$ cat src/common/hrw_regs.vh
// Register offsets, field positions, reset values and timing for the hibernation RTC block
`ifndef HRW_REGS_VH
`define HRW_REGS_VH

// ----------------------------------------------------------------
// Register byte offsets
// ----------------------------------------------------------------
`define HRW_OFF_RTC_CTL   6'h00
`define HRW_OFF_SECONDS   6'h04
`define HRW_OFF_SUBSEC    6'h08
`define HRW_OFF_MATCH_SEC 6'h0c
`define HRW_OFF_MATCH_SUB 6'h10
`define HRW_OFF_TRIM      6'h14
`define HRW_OFF_WAKE_CFG  6'h18
`define HRW_OFF_BATT_CFG  6'h1c
`define HRW_OFF_HIB_CTL   6'h20
`define HRW_OFF_RAW_STAT  6'h24
`define HRW_OFF_INT_MASK  6'h28
`define HRW_OFF_MASK_STAT 6'h2c

// ----------------------------------------------------------------
// Field positions
// ----------------------------------------------------------------
`define HRW_WAKE_PIN  0
`define HRW_WAKE_RTC  1
`define HRW_WAKE_BATT 2
`define HRW_BATT_DETECT 0
`define HRW_BATT_ABORT  1
`define HRW_BATT_THR_LO 2
`define HRW_BATT_THR_HI 3
`define HRW_ST_WR_DONE  0
`define HRW_ST_PIN_WAKE 1
`define HRW_ST_BATT_LOW 2
`define HRW_ST_RTC_MATCH 3

// ----------------------------------------------------------------
// Reset values and timing
// ----------------------------------------------------------------
`define HRW_TRIM_NOMINAL 16'h7fff
`define HRW_MATCH_SEC_RST 32'hffffffff
`define HRW_TRIM_PERIOD_S 64
`define HRW_TRIM_SLOT 6'h3f
`define HRW_SUBSEC_W 16

`endif

$ cat src/core/hrw_top.v
// Hibernation controller: RTC with prescaler trim, matches, battery-low and wake logic
//
// Implementation choices: the register addresses and register access over APB.
`default_nettype none
`include "hrw_regs.vh"

// Summary of operation
// - Enabled battery-low below threshold sets raw status
// - Abort mode refuses hibernation while battery low
// - Two-bit threshold picks one of four levels
// - Hibernation request drops regulator enable
// - Any enabled wake source restores regulator enable
// - State survives processor reset; own reset only
// - RTC enable gates counter, match and wake
// - Readable 32-bit seconds counter
// - Seconds writable when enabled; counts real seconds
// - Readable sub-second count in timebase ticks
// - Only match index zero exists
// - Seconds match flags event for wake/interrupt
// - Match needs seconds and sub-second equality
// - Prescaler divides timebase into one-second tick
// - Trim value used once every 64 seconds
// - Trim resets to nominal, readable back
// - Three independent wake source enables
// - Wake enables read back as written
// - Battery mode and threshold read back
// - Raw and masked status both readable
module hrw_top (
  input wire sys_clk,
  input wire resetn,
  input wire psel,
  input wire penable,
  input wire pwrite,
  input wire [31:0] paddr,
  input wire [31:0] pwdata,
  output reg [31:0] prdata,
  output reg pready,
  output reg pslverr,
  input wire lf_tick,
  input wire wake_pin,
  input wire [3:0] batt_below,
  output reg regulator_en,
  output reg hibernating
);

  // ----------------------------------------------------------------
  // State encoding
  // ----------------------------------------------------------------
  localparam ST_RUN = 1'b0;
  localparam ST_HIB = 1'b1;

  // ----------------------------------------------------------------
  // Storage
  // ----------------------------------------------------------------
  reg rtc_en;
  reg [31:0] seconds;
  reg [`HRW_SUBSEC_W-1:0] subsec;
  reg [31:0] match_sec;
  reg [`HRW_SUBSEC_W-1:0] match_sub;
  reg [`HRW_SUBSEC_W-1:0] trim;
  reg [5:0] trim_cnt;
  reg [2:0] wake_cfg;
  reg batt_low_detect_only;
  reg batt_low_abort_sleep;
  reg [1:0] batt_thresh;
  reg [3:0] raw_stat;
  reg [3:0] int_mask;
  reg state;
  reg refused;

  wire acc = psel & penable & pready;
  // A refused write must not land on an aliased register
  wire wr_en = acc & pwrite & ~pslverr;
  wire [5:0] off = paddr[5:0];

  function is_wr;
    input [5:0] a;
    input [5:0] o;
    begin
      is_wr = (a == o);
    end
  endfunction

  // ----------------------------------------------------------------
  // Write strobes, one per writable register
  // ----------------------------------------------------------------
  // Strobes fire only in the completing access cycle
  wire wr_rtc_ctl = wr_en & is_wr(off, `HRW_OFF_RTC_CTL);
  wire wr_seconds = wr_en & is_wr(off, `HRW_OFF_SECONDS);
  wire wr_match_sec = wr_en & is_wr(off, `HRW_OFF_MATCH_SEC);
  wire wr_match_sub = wr_en & is_wr(off, `HRW_OFF_MATCH_SUB);
  wire wr_trim = wr_en & is_wr(off, `HRW_OFF_TRIM);
  wire wr_wake_cfg = wr_en & is_wr(off, `HRW_OFF_WAKE_CFG);
  wire wr_batt_cfg = wr_en & is_wr(off, `HRW_OFF_BATT_CFG);
  wire wr_hib_ctl = wr_en & is_wr(off, `HRW_OFF_HIB_CTL);
  wire wr_raw_stat = wr_en & is_wr(off, `HRW_OFF_RAW_STAT);
  wire wr_int_mask = wr_en & is_wr(off, `HRW_OFF_INT_MASK);

  // ----------------------------------------------------------------
  // Timebase, prescaler and matches
  // ----------------------------------------------------------------
  // Trim applies only in the last second of each 64-second window
  wire use_trim = (trim_cnt == `HRW_TRIM_SLOT);
  wire [`HRW_SUBSEC_W-1:0] divisor = use_trim ? trim : `HRW_TRIM_NOMINAL;
  wire term = rtc_en & lf_tick & (subsec == divisor);
  wire sec_wr = wr_seconds & rtc_en;
  wire match_hit = rtc_en & (seconds == match_sec) & (subsec == match_sub);

  // A new time restarts the second from zero, so the write beats a tick
  always @(posedge sys_clk or negedge resetn) begin
    if (!resetn) begin
      subsec <= 16'h0000;
    end else if (sec_wr | term) begin
      subsec <= 16'h0000;
    end else if (rtc_en & lf_tick) begin
      subsec <= subsec + 16'h0001;
    end
  end

  always @(posedge sys_clk or negedge resetn) begin
    if (!resetn) begin
      seconds <= 32'h00000000;
    end else if (sec_wr) begin
      seconds <= pwdata;
    end else if (term) begin
      seconds <= seconds + 32'h00000001;
    end
  end

  // Elapsed seconds mod 64, counted apart from the seconds register and held across its writes, place the trimmed second
  always @(posedge sys_clk or negedge resetn) begin
    if (!resetn) begin
      trim_cnt <= 6'h00;
    end else if (term & ~sec_wr) begin
      trim_cnt <= trim_cnt + 6'h01;
    end
  end

  // ----------------------------------------------------------------
  // Battery monitor
  // ----------------------------------------------------------------
  // Comparator outputs arrive already settled, one per trip level
  wire batt_mon_on = batt_low_detect_only | batt_low_abort_sleep;
  wire batt_low = batt_mon_on & batt_below[batt_thresh];

  // ----------------------------------------------------------------
  // Configuration registers
  // ----------------------------------------------------------------
  // One process per register: a strobe can only ever touch its own word
  always @(posedge sys_clk or negedge resetn) begin
    if (!resetn) begin
      rtc_en <= 1'b0;
    end else if (wr_rtc_ctl) begin
      rtc_en <= pwdata[0];
    end
  end

  always @(posedge sys_clk or negedge resetn) begin
    if (!resetn) begin
      match_sec <= `HRW_MATCH_SEC_RST;
    end else if (wr_match_sec) begin
      match_sec <= pwdata;
    end
  end

  always @(posedge sys_clk or negedge resetn) begin
    if (!resetn) begin
      match_sub <= 16'h0000;
    end else if (wr_match_sub) begin
      match_sub <= pwdata[15:0];
    end
  end

  always @(posedge sys_clk or negedge resetn) begin
    if (!resetn) begin
      trim <= `HRW_TRIM_NOMINAL;
    end else if (wr_trim) begin
      trim <= pwdata[15:0];
    end
  end

  always @(posedge sys_clk or negedge resetn) begin
    if (!resetn) begin
      wake_cfg <= 3'h0;
    end else if (wr_wake_cfg) begin
      wake_cfg <= pwdata[2:0];
    end
  end

  always @(posedge sys_clk or negedge resetn) begin
    if (!resetn) begin
      batt_low_detect_only <= 1'b0;
      batt_low_abort_sleep <= 1'b0;
      batt_thresh <= 2'h0;
    end else if (wr_batt_cfg) begin
      batt_low_detect_only <= pwdata[`HRW_BATT_DETECT];
      batt_low_abort_sleep <= pwdata[`HRW_BATT_ABORT];
      batt_thresh <= pwdata[`HRW_BATT_THR_HI:`HRW_BATT_THR_LO];
    end
  end

  always @(posedge sys_clk or negedge resetn) begin
    if (!resetn) begin
      int_mask <= 4'h0;
    end else if (wr_int_mask) begin
      int_mask <= pwdata[3:0];
    end
  end

  // ----------------------------------------------------------------
  // Raw status: set wins over write-one-to-clear
  // ----------------------------------------------------------------
  wire pin_evt = (state == ST_HIB) & wake_cfg[`HRW_WAKE_PIN] & wake_pin;
  wire [3:0] set_vec = {match_hit, batt_low, pin_evt, wr_en};
  wire [3:0] clr_vec = wr_raw_stat ? pwdata[3:0] : 4'h0;

  always @(posedge sys_clk or negedge resetn) begin
    if (!resetn)
      raw_stat <= 4'h0;
    else
      raw_stat <= (raw_stat & ~clr_vec) | set_vec;
  end

  // ----------------------------------------------------------------
  // Hibernation sequencer
  // ----------------------------------------------------------------
  // Only the block's own reset clears this; processor resets never reach it
  wire hib_req = wr_hib_ctl & pwdata[0];
  wire wake_any = (wake_cfg[`HRW_WAKE_PIN] & wake_pin) |
                  (wake_cfg[`HRW_WAKE_RTC] & match_hit) |
                  (wake_cfg[`HRW_WAKE_BATT] & batt_low);
  reg next_state;
  reg next_refused;

  always @* begin
    next_state = state;
    next_refused = refused;
    case (state)
      ST_RUN: begin
        if (hib_req) begin
          if (batt_low_abort_sleep & batt_low) begin
            next_refused = 1'b1;
          end else begin
            next_refused = 1'b0;
            next_state = ST_HIB;
          end
        end
      end
      ST_HIB: begin
        if (wake_any)
          next_state = ST_RUN;
      end
      default: next_state = ST_RUN;
    endcase
  end

  always @(posedge sys_clk or negedge resetn) begin
    if (!resetn) begin
      state <= ST_RUN;
      refused <= 1'b0;
    end else begin
      state <= next_state;
      refused <= next_refused;
    end
  end

  // Regulator stays on through reset so a cold start always powers up
  always @(posedge sys_clk or negedge resetn) begin
    if (!resetn) begin
      regulator_en <= 1'b1;
    end else begin
      regulator_en <= (next_state == ST_RUN);
    end
  end

  // Same edge as the regulator, so the two never disagree
  always @(posedge sys_clk or negedge resetn) begin
    if (!resetn) begin
      hibernating <= 1'b0;
    end else begin
      hibernating <= (next_state == ST_HIB);
    end
  end

  // ----------------------------------------------------------------
  // APB slave: one wait state, registered answer
  // ----------------------------------------------------------------
  reg [31:0] rd_mux;
  reg rd_hit;

  always @* begin
    rd_mux = 32'h00000000;
    rd_hit = 1'b1;
    case (off)
      `HRW_OFF_RTC_CTL: rd_mux = {31'h0, rtc_en};
      `HRW_OFF_SECONDS: rd_mux = seconds;
      `HRW_OFF_SUBSEC: rd_mux = {16'h0, subsec};
      `HRW_OFF_MATCH_SEC: rd_mux = match_sec;
      `HRW_OFF_MATCH_SUB: rd_mux = {16'h0, match_sub};
      `HRW_OFF_TRIM: rd_mux = {16'h0, trim};
      `HRW_OFF_WAKE_CFG: rd_mux = {29'h0, wake_cfg};
      `HRW_OFF_BATT_CFG: rd_mux = {28'h0, batt_thresh, batt_low_abort_sleep,
                                   batt_low_detect_only};
      `HRW_OFF_HIB_CTL: rd_mux = {30'h0, refused, state};
      `HRW_OFF_RAW_STAT: rd_mux = {28'h0, raw_stat};
      `HRW_OFF_INT_MASK: rd_mux = {28'h0, int_mask};
      `HRW_OFF_MASK_STAT: rd_mux = {28'h0, raw_stat & int_mask};
      default: rd_hit = 1'b0;
    endcase
  end

  // Refused when the offset is unmapped or any upper address bit is set
  wire addr_bad = ~rd_hit | (paddr[31:6] != 26'h0);
  wire first_acc = psel & penable & ~pready;

  // Ready rises in the second access cycle, so each transfer takes three edges
  always @(posedge sys_clk or negedge resetn) begin
    if (!resetn) begin
      pready <= 1'b0;
    end else begin
      pready <= first_acc;
    end
  end

  always @(posedge sys_clk or negedge resetn) begin
    if (!resetn) begin
      pslverr <= 1'b0;
    end else begin
      pslverr <= first_acc & addr_bad;
    end
  end

  // A refused read returns zero rather than an aliased register
  always @(posedge sys_clk or negedge resetn) begin
    if (!resetn) begin
      prdata <= 32'h00000000;
    end else if (first_acc & ~pwrite) begin
      prdata <= addr_bad ? 32'h00000000 : rd_mux;
    end
  end

endmodule
`default_nettype wire

$ cat config.mk
export PLATFORM = sky130hd
export DESIGN_NAME = hrw_top
export DESIGN_NICKNAME = d
export VERILOG_FILES = /design/src/core/hrw_top.v
export VERILOG_INCLUDE_DIRS = /design/src /design/src/common
export SDC_FILE = /design/constraint.sdc
export NUM_CORES = 1
export LEC_CHECK = 0
export BUFFER_PORTS_ARGS = -buffer_cell sky130_fd_sc_hd__buf_4
export CAP_MARGIN = 20
export CORE_AREA = 4 4 114 170
export DETAILED_ROUTE_END_ITERATION = 8
export DIE_AREA = 0 0 118 174
export PLACE_DENSITY_LB_ADDON = 0.3
export SLEW_MARGIN = 20
export SYNTH_ARGS = -nofsm -noshare
export SYNTH_HDL_FRONTEND = slang
export SYNTH_SLANG_ARGS = --single-unit
$ cat constraint.sdc
create_clock -name sys_clk -period 6.1 [get_ports sys_clk]
set_input_delay 1.22 -clock sys_clk [delete_from_list [all_inputs] [get_ports sys_clk]]
set_output_delay 1.22 -clock sys_clk [all_outputs]
set_load 0.02 [all_outputs]
==> key figures <==
Hold path
  – HP Class: reg2reg
  – Hold Startpoint: raw_stat[0]

Timing
  – Hold Vio Cnt, Final: 0
  – Slack of the critical path: 2.331 ns
  – RSZ-0062 raised after global routing: no
  – Endpoints failing setup: 0
  – Worst Max-Slew Pin Slew: about 1.1 ns
  – Fin Clk Skew: 0.009186 ns
  – Final hold slack: 0.4771 ns
  – Max Transition Viols Final: 0
  – Max Clk Rate: 265.3 MHz
  – Slew HR: roughly a quarter
  – Setup_tns: 0 ns
  – Period utilization: approximately three fifths
  – Fin crit period: 3.769 ns

Synth
  – Main flop type after synthesis: dfrtp_1
  – Syn_nets: 1063
  – Synthesis Warnings: 0
  – Yosys reg bits: 171
  – Mapped Avg Cell Area: about 10 sq um
  – Async SR Flop Fraction: 100.0%
  – Synthesized area: 9642 sq um
  – Post-synth cell types: between 70 and 80
  – Number of synthesized flops with an enable pin: 0
  – Share of the yosys chip area belonging to registers: 45.00%
  – Cells after Synth: just under 1000

Critical path
  – Worst setup EP type: flop
  – Startpoint types: input port
  – Reg2reg start: trim_cnt[0]
  – CP Class: in2reg
  – CP required: 6.39 ns
  – CP Max Fanout: 34
  – Arrival time at the worst endpoint: 4.06 ns
  – CP startpoint: paddr[1]

Floorplanning
  – Initial Util: between 50% and 60%
  – Die area: 20530 sq um
  – Top-Level Pins: 111
  – Die Width: 118 um
  – # rows: 60
  – Area of the core: 17870 sq um
  – Vert. Die Dim: 174 um

Clock tree
  – CTS H-tree depth: 4
  – Root Buffer: clkbuf_16
  – Setup Buffers After CTS: 0
  – Post-CTS Resized: 0
  – CTS tree: built
  – Total CTS buffers: 17
  – Hold Buf Count CTS: 0
  – Clock latency on the worst-skew pair: 0.43 ns
  – Clock-pin slew on the worst setup and hold paths: 0.07 ns
  – Clock Path Buffers: 2
  – Clk sinks: 171

Detailed routing
  – Avg Vias per Cell: 6.252
  – Iteration-0 DRC Markers: 656
  – DR vias: 8077
  – Final WL: approximately 27 mm
  – Drt drc: 0
  – First-pass detailed-route iteration total: 5
  – Routed Antenna Nets: 0
  – Routed len/inst: 20.72 um

Finish
  – Final design utilization: a little over three fifths
  – Post-route cell area: 11200 sq um
  – Fillers: 1509
  – Finished Layout Cells: 1292
  – Fraction of layout cells with a size suffix above 1: 28.84%
  – Antenna Diode Count: 0
  – Area grow syn2layout: 16.19%
  – Most frequent cells in the layout: dfrtp_1 (123), buf_4 (123), nand2_1 (110)
  – Nets: between 1000 and 1500

Global routing
  – Antenna violations before repair: 0
  – Vias in the first global route: 7960
  – Overall routing resource usage: 26.11%
  – Grt total ovfl: 0
  – Largest net degree at the start of global routing: 78
  – First-pass GRT wire length: around 43 mm

Placement
  – Port bufs: 110
  – Dpl hpwl: 19.78 mm
  – Placed cell area: between 10000 and 15000 sq um
  – Dpl cells: around 1300
  – Pre-CTS setup slack: a little under 2 ns
  – GPL Wtd Cong: 0.9333

Power
  – Max VDD drop: 0.1579 mV
  – Leak pwr: 4.960 nW
  – Final Power: about 2.4 mW
  – PD cells: 213.3 nW/um^2

Flow run
  – Maximum Capacitance Violations: 0

Outcome
  – Status: completed
==> sequential cells by signal, indices dropped and copies added (netlist names) <==
| name | count |
|---|---|
| batt_low_abort_sleep | 1 |
| batt_low_detect_only | 1 |
| batt_thresh | 2 |
| hibernating | 1 |
| int_mask | 4 |
| match_sec | 32 |
| match_sub | 16 |
| prdata | 32 |
| pready | 1 |
| pslverr | 1 |
| raw_stat | 4 |
| refused | 1 |
| regulator_en | 1 |
| rtc_en | 1 |
| seconds | 32 |
| subsec | 16 |
| trim | 16 |
| trim_cnt | 6 |
| wake_cfg | 3 |
==> cells by family after synthesis <==
logic type	after synthesis	synth area share, %
DFF	171	45.00
and+or+nand+nor	379	19.83
xor gates and xnor gates	78	7.085
muxes	118	13.69
adders and majority gates	3	0.3893
buffers and inverters	82	3.348
AOI/OAI and AO/OA	154	10.65
==> cell type report <==
type	count	area, sq um	share of cell area (%)
tap	217	271.5	2.424
multi-input combinational	732	5001	44.64
clock buffer	18	439.2	3.920
timing repair buffer	124	934.6	8.343
clock inverter	14	157.7	1.407
inverter	16	60.06	0.5361
sequential	171	4339	38.73
==> layer usage <==
metal  wire length [um]  global-route usage, %  vias to the layer above
li1                   -                      -                     3672
met1              10520                  31.71                     3975
met2              13600                  44.92                      337
met3               1467                  4.688                       93
met4               1177                  12.37                        0
met5                  0                      0                        -
==> worst max-delay path, stage by stage <==
cell and delay [ns]:
buf_4 0.12, or4_1 0.88, nor3_2 0.21, buf_4 0.28, nand3_1 0.34, buf_4 0.38
nand2_1 0.49, nor2_1 0.12
==> cell usage after synthesis, drive strengths merged, types with 2 or more instances <==
| cell type | number | share of area [%] |
|---|---|---|
| dfrtp | 123 | 32 |
| nand2 | 111 | 4.3 |
| nor2 | 83 | 3.3 |
| mux2 | 81 | 9.5 |
| xor2 | 58 | 5.3 |
| clkbuf | 54 | 2.1 |
| dfstp | 48 | 13 |
| o21ai | 43 | 2.2 |
| nand3 | 42 | 2.2 |
| mux2i | 34 | 3.5 |
| nor3 | 30 | 1.6 |
| a21oi | 26 | 1.3 |
| nor4 | 26 | 2.1 |
| a22oi | 21 | 1.6 |
| xnor2 | 20 | 1.8 |
| and2 | 19 | 1.2 |
| nand4 | 17 | 1.2 |
| inv | 15 | 0.58 |
| a221oi | 13 | 1.2 |
| buf | 12 | 0.62 |
| and3 | 11 | 0.71 |
| nand2b | 8 | 0.52 |
| a31oi | 7 | 0.45 |
| o22ai | 7 | 0.45 |
| o31ai | 7 | 0.65 |
| or3 | 7 | 0.45 |
| a21o | 5 | 0.39 |
| and4 | 4 | 0.36 |
| or2 | 4 | 0.26 |
| or4 | 4 | 0.31 |
| ha | 3 | 0.39 |
| mux4 | 3 | 0.70 |
| nand3b | 3 | 0.23 |
| nor4b | 3 | 0.43 |
| o211ai | 3 | 0.23 |
| a311o | 2 | 0.21 |
| a31o | 2 | 0.18 |
| a32o | 2 | 0.21 |
| nor3b | 2 | 0.16 |
| o2111ai | 2 | 0.18 |
| o32ai | 2 | 0.18 |
==> report_power, final <==
group          total, mW  internal (mW)  switching, mW  leakage, nW
logic              0.128         0.0536         0.0743         2.57
registers           1.16           1.15         0.0116         2.11
clock network       1.10          0.621          0.481        0.278
total               2.39           1.82          0.567         4.96
==> path summary, 6_finish.rpt <==
kind,cells past startpoint,endpoint,slack (ns)
worst max-delay path,8,subsec[8],2.33
worst min-delay path,1,raw_stat[0],0.48
worst max register to register,9,seconds[20],2.44
worst min register to register,1,raw_stat[0],0.48
max in group asynchronous,2,seconds[4],4.19
min in group asynchronous,1,prdata[31],0.83
No activity file was read; power rests on OpenSTA's default activity.
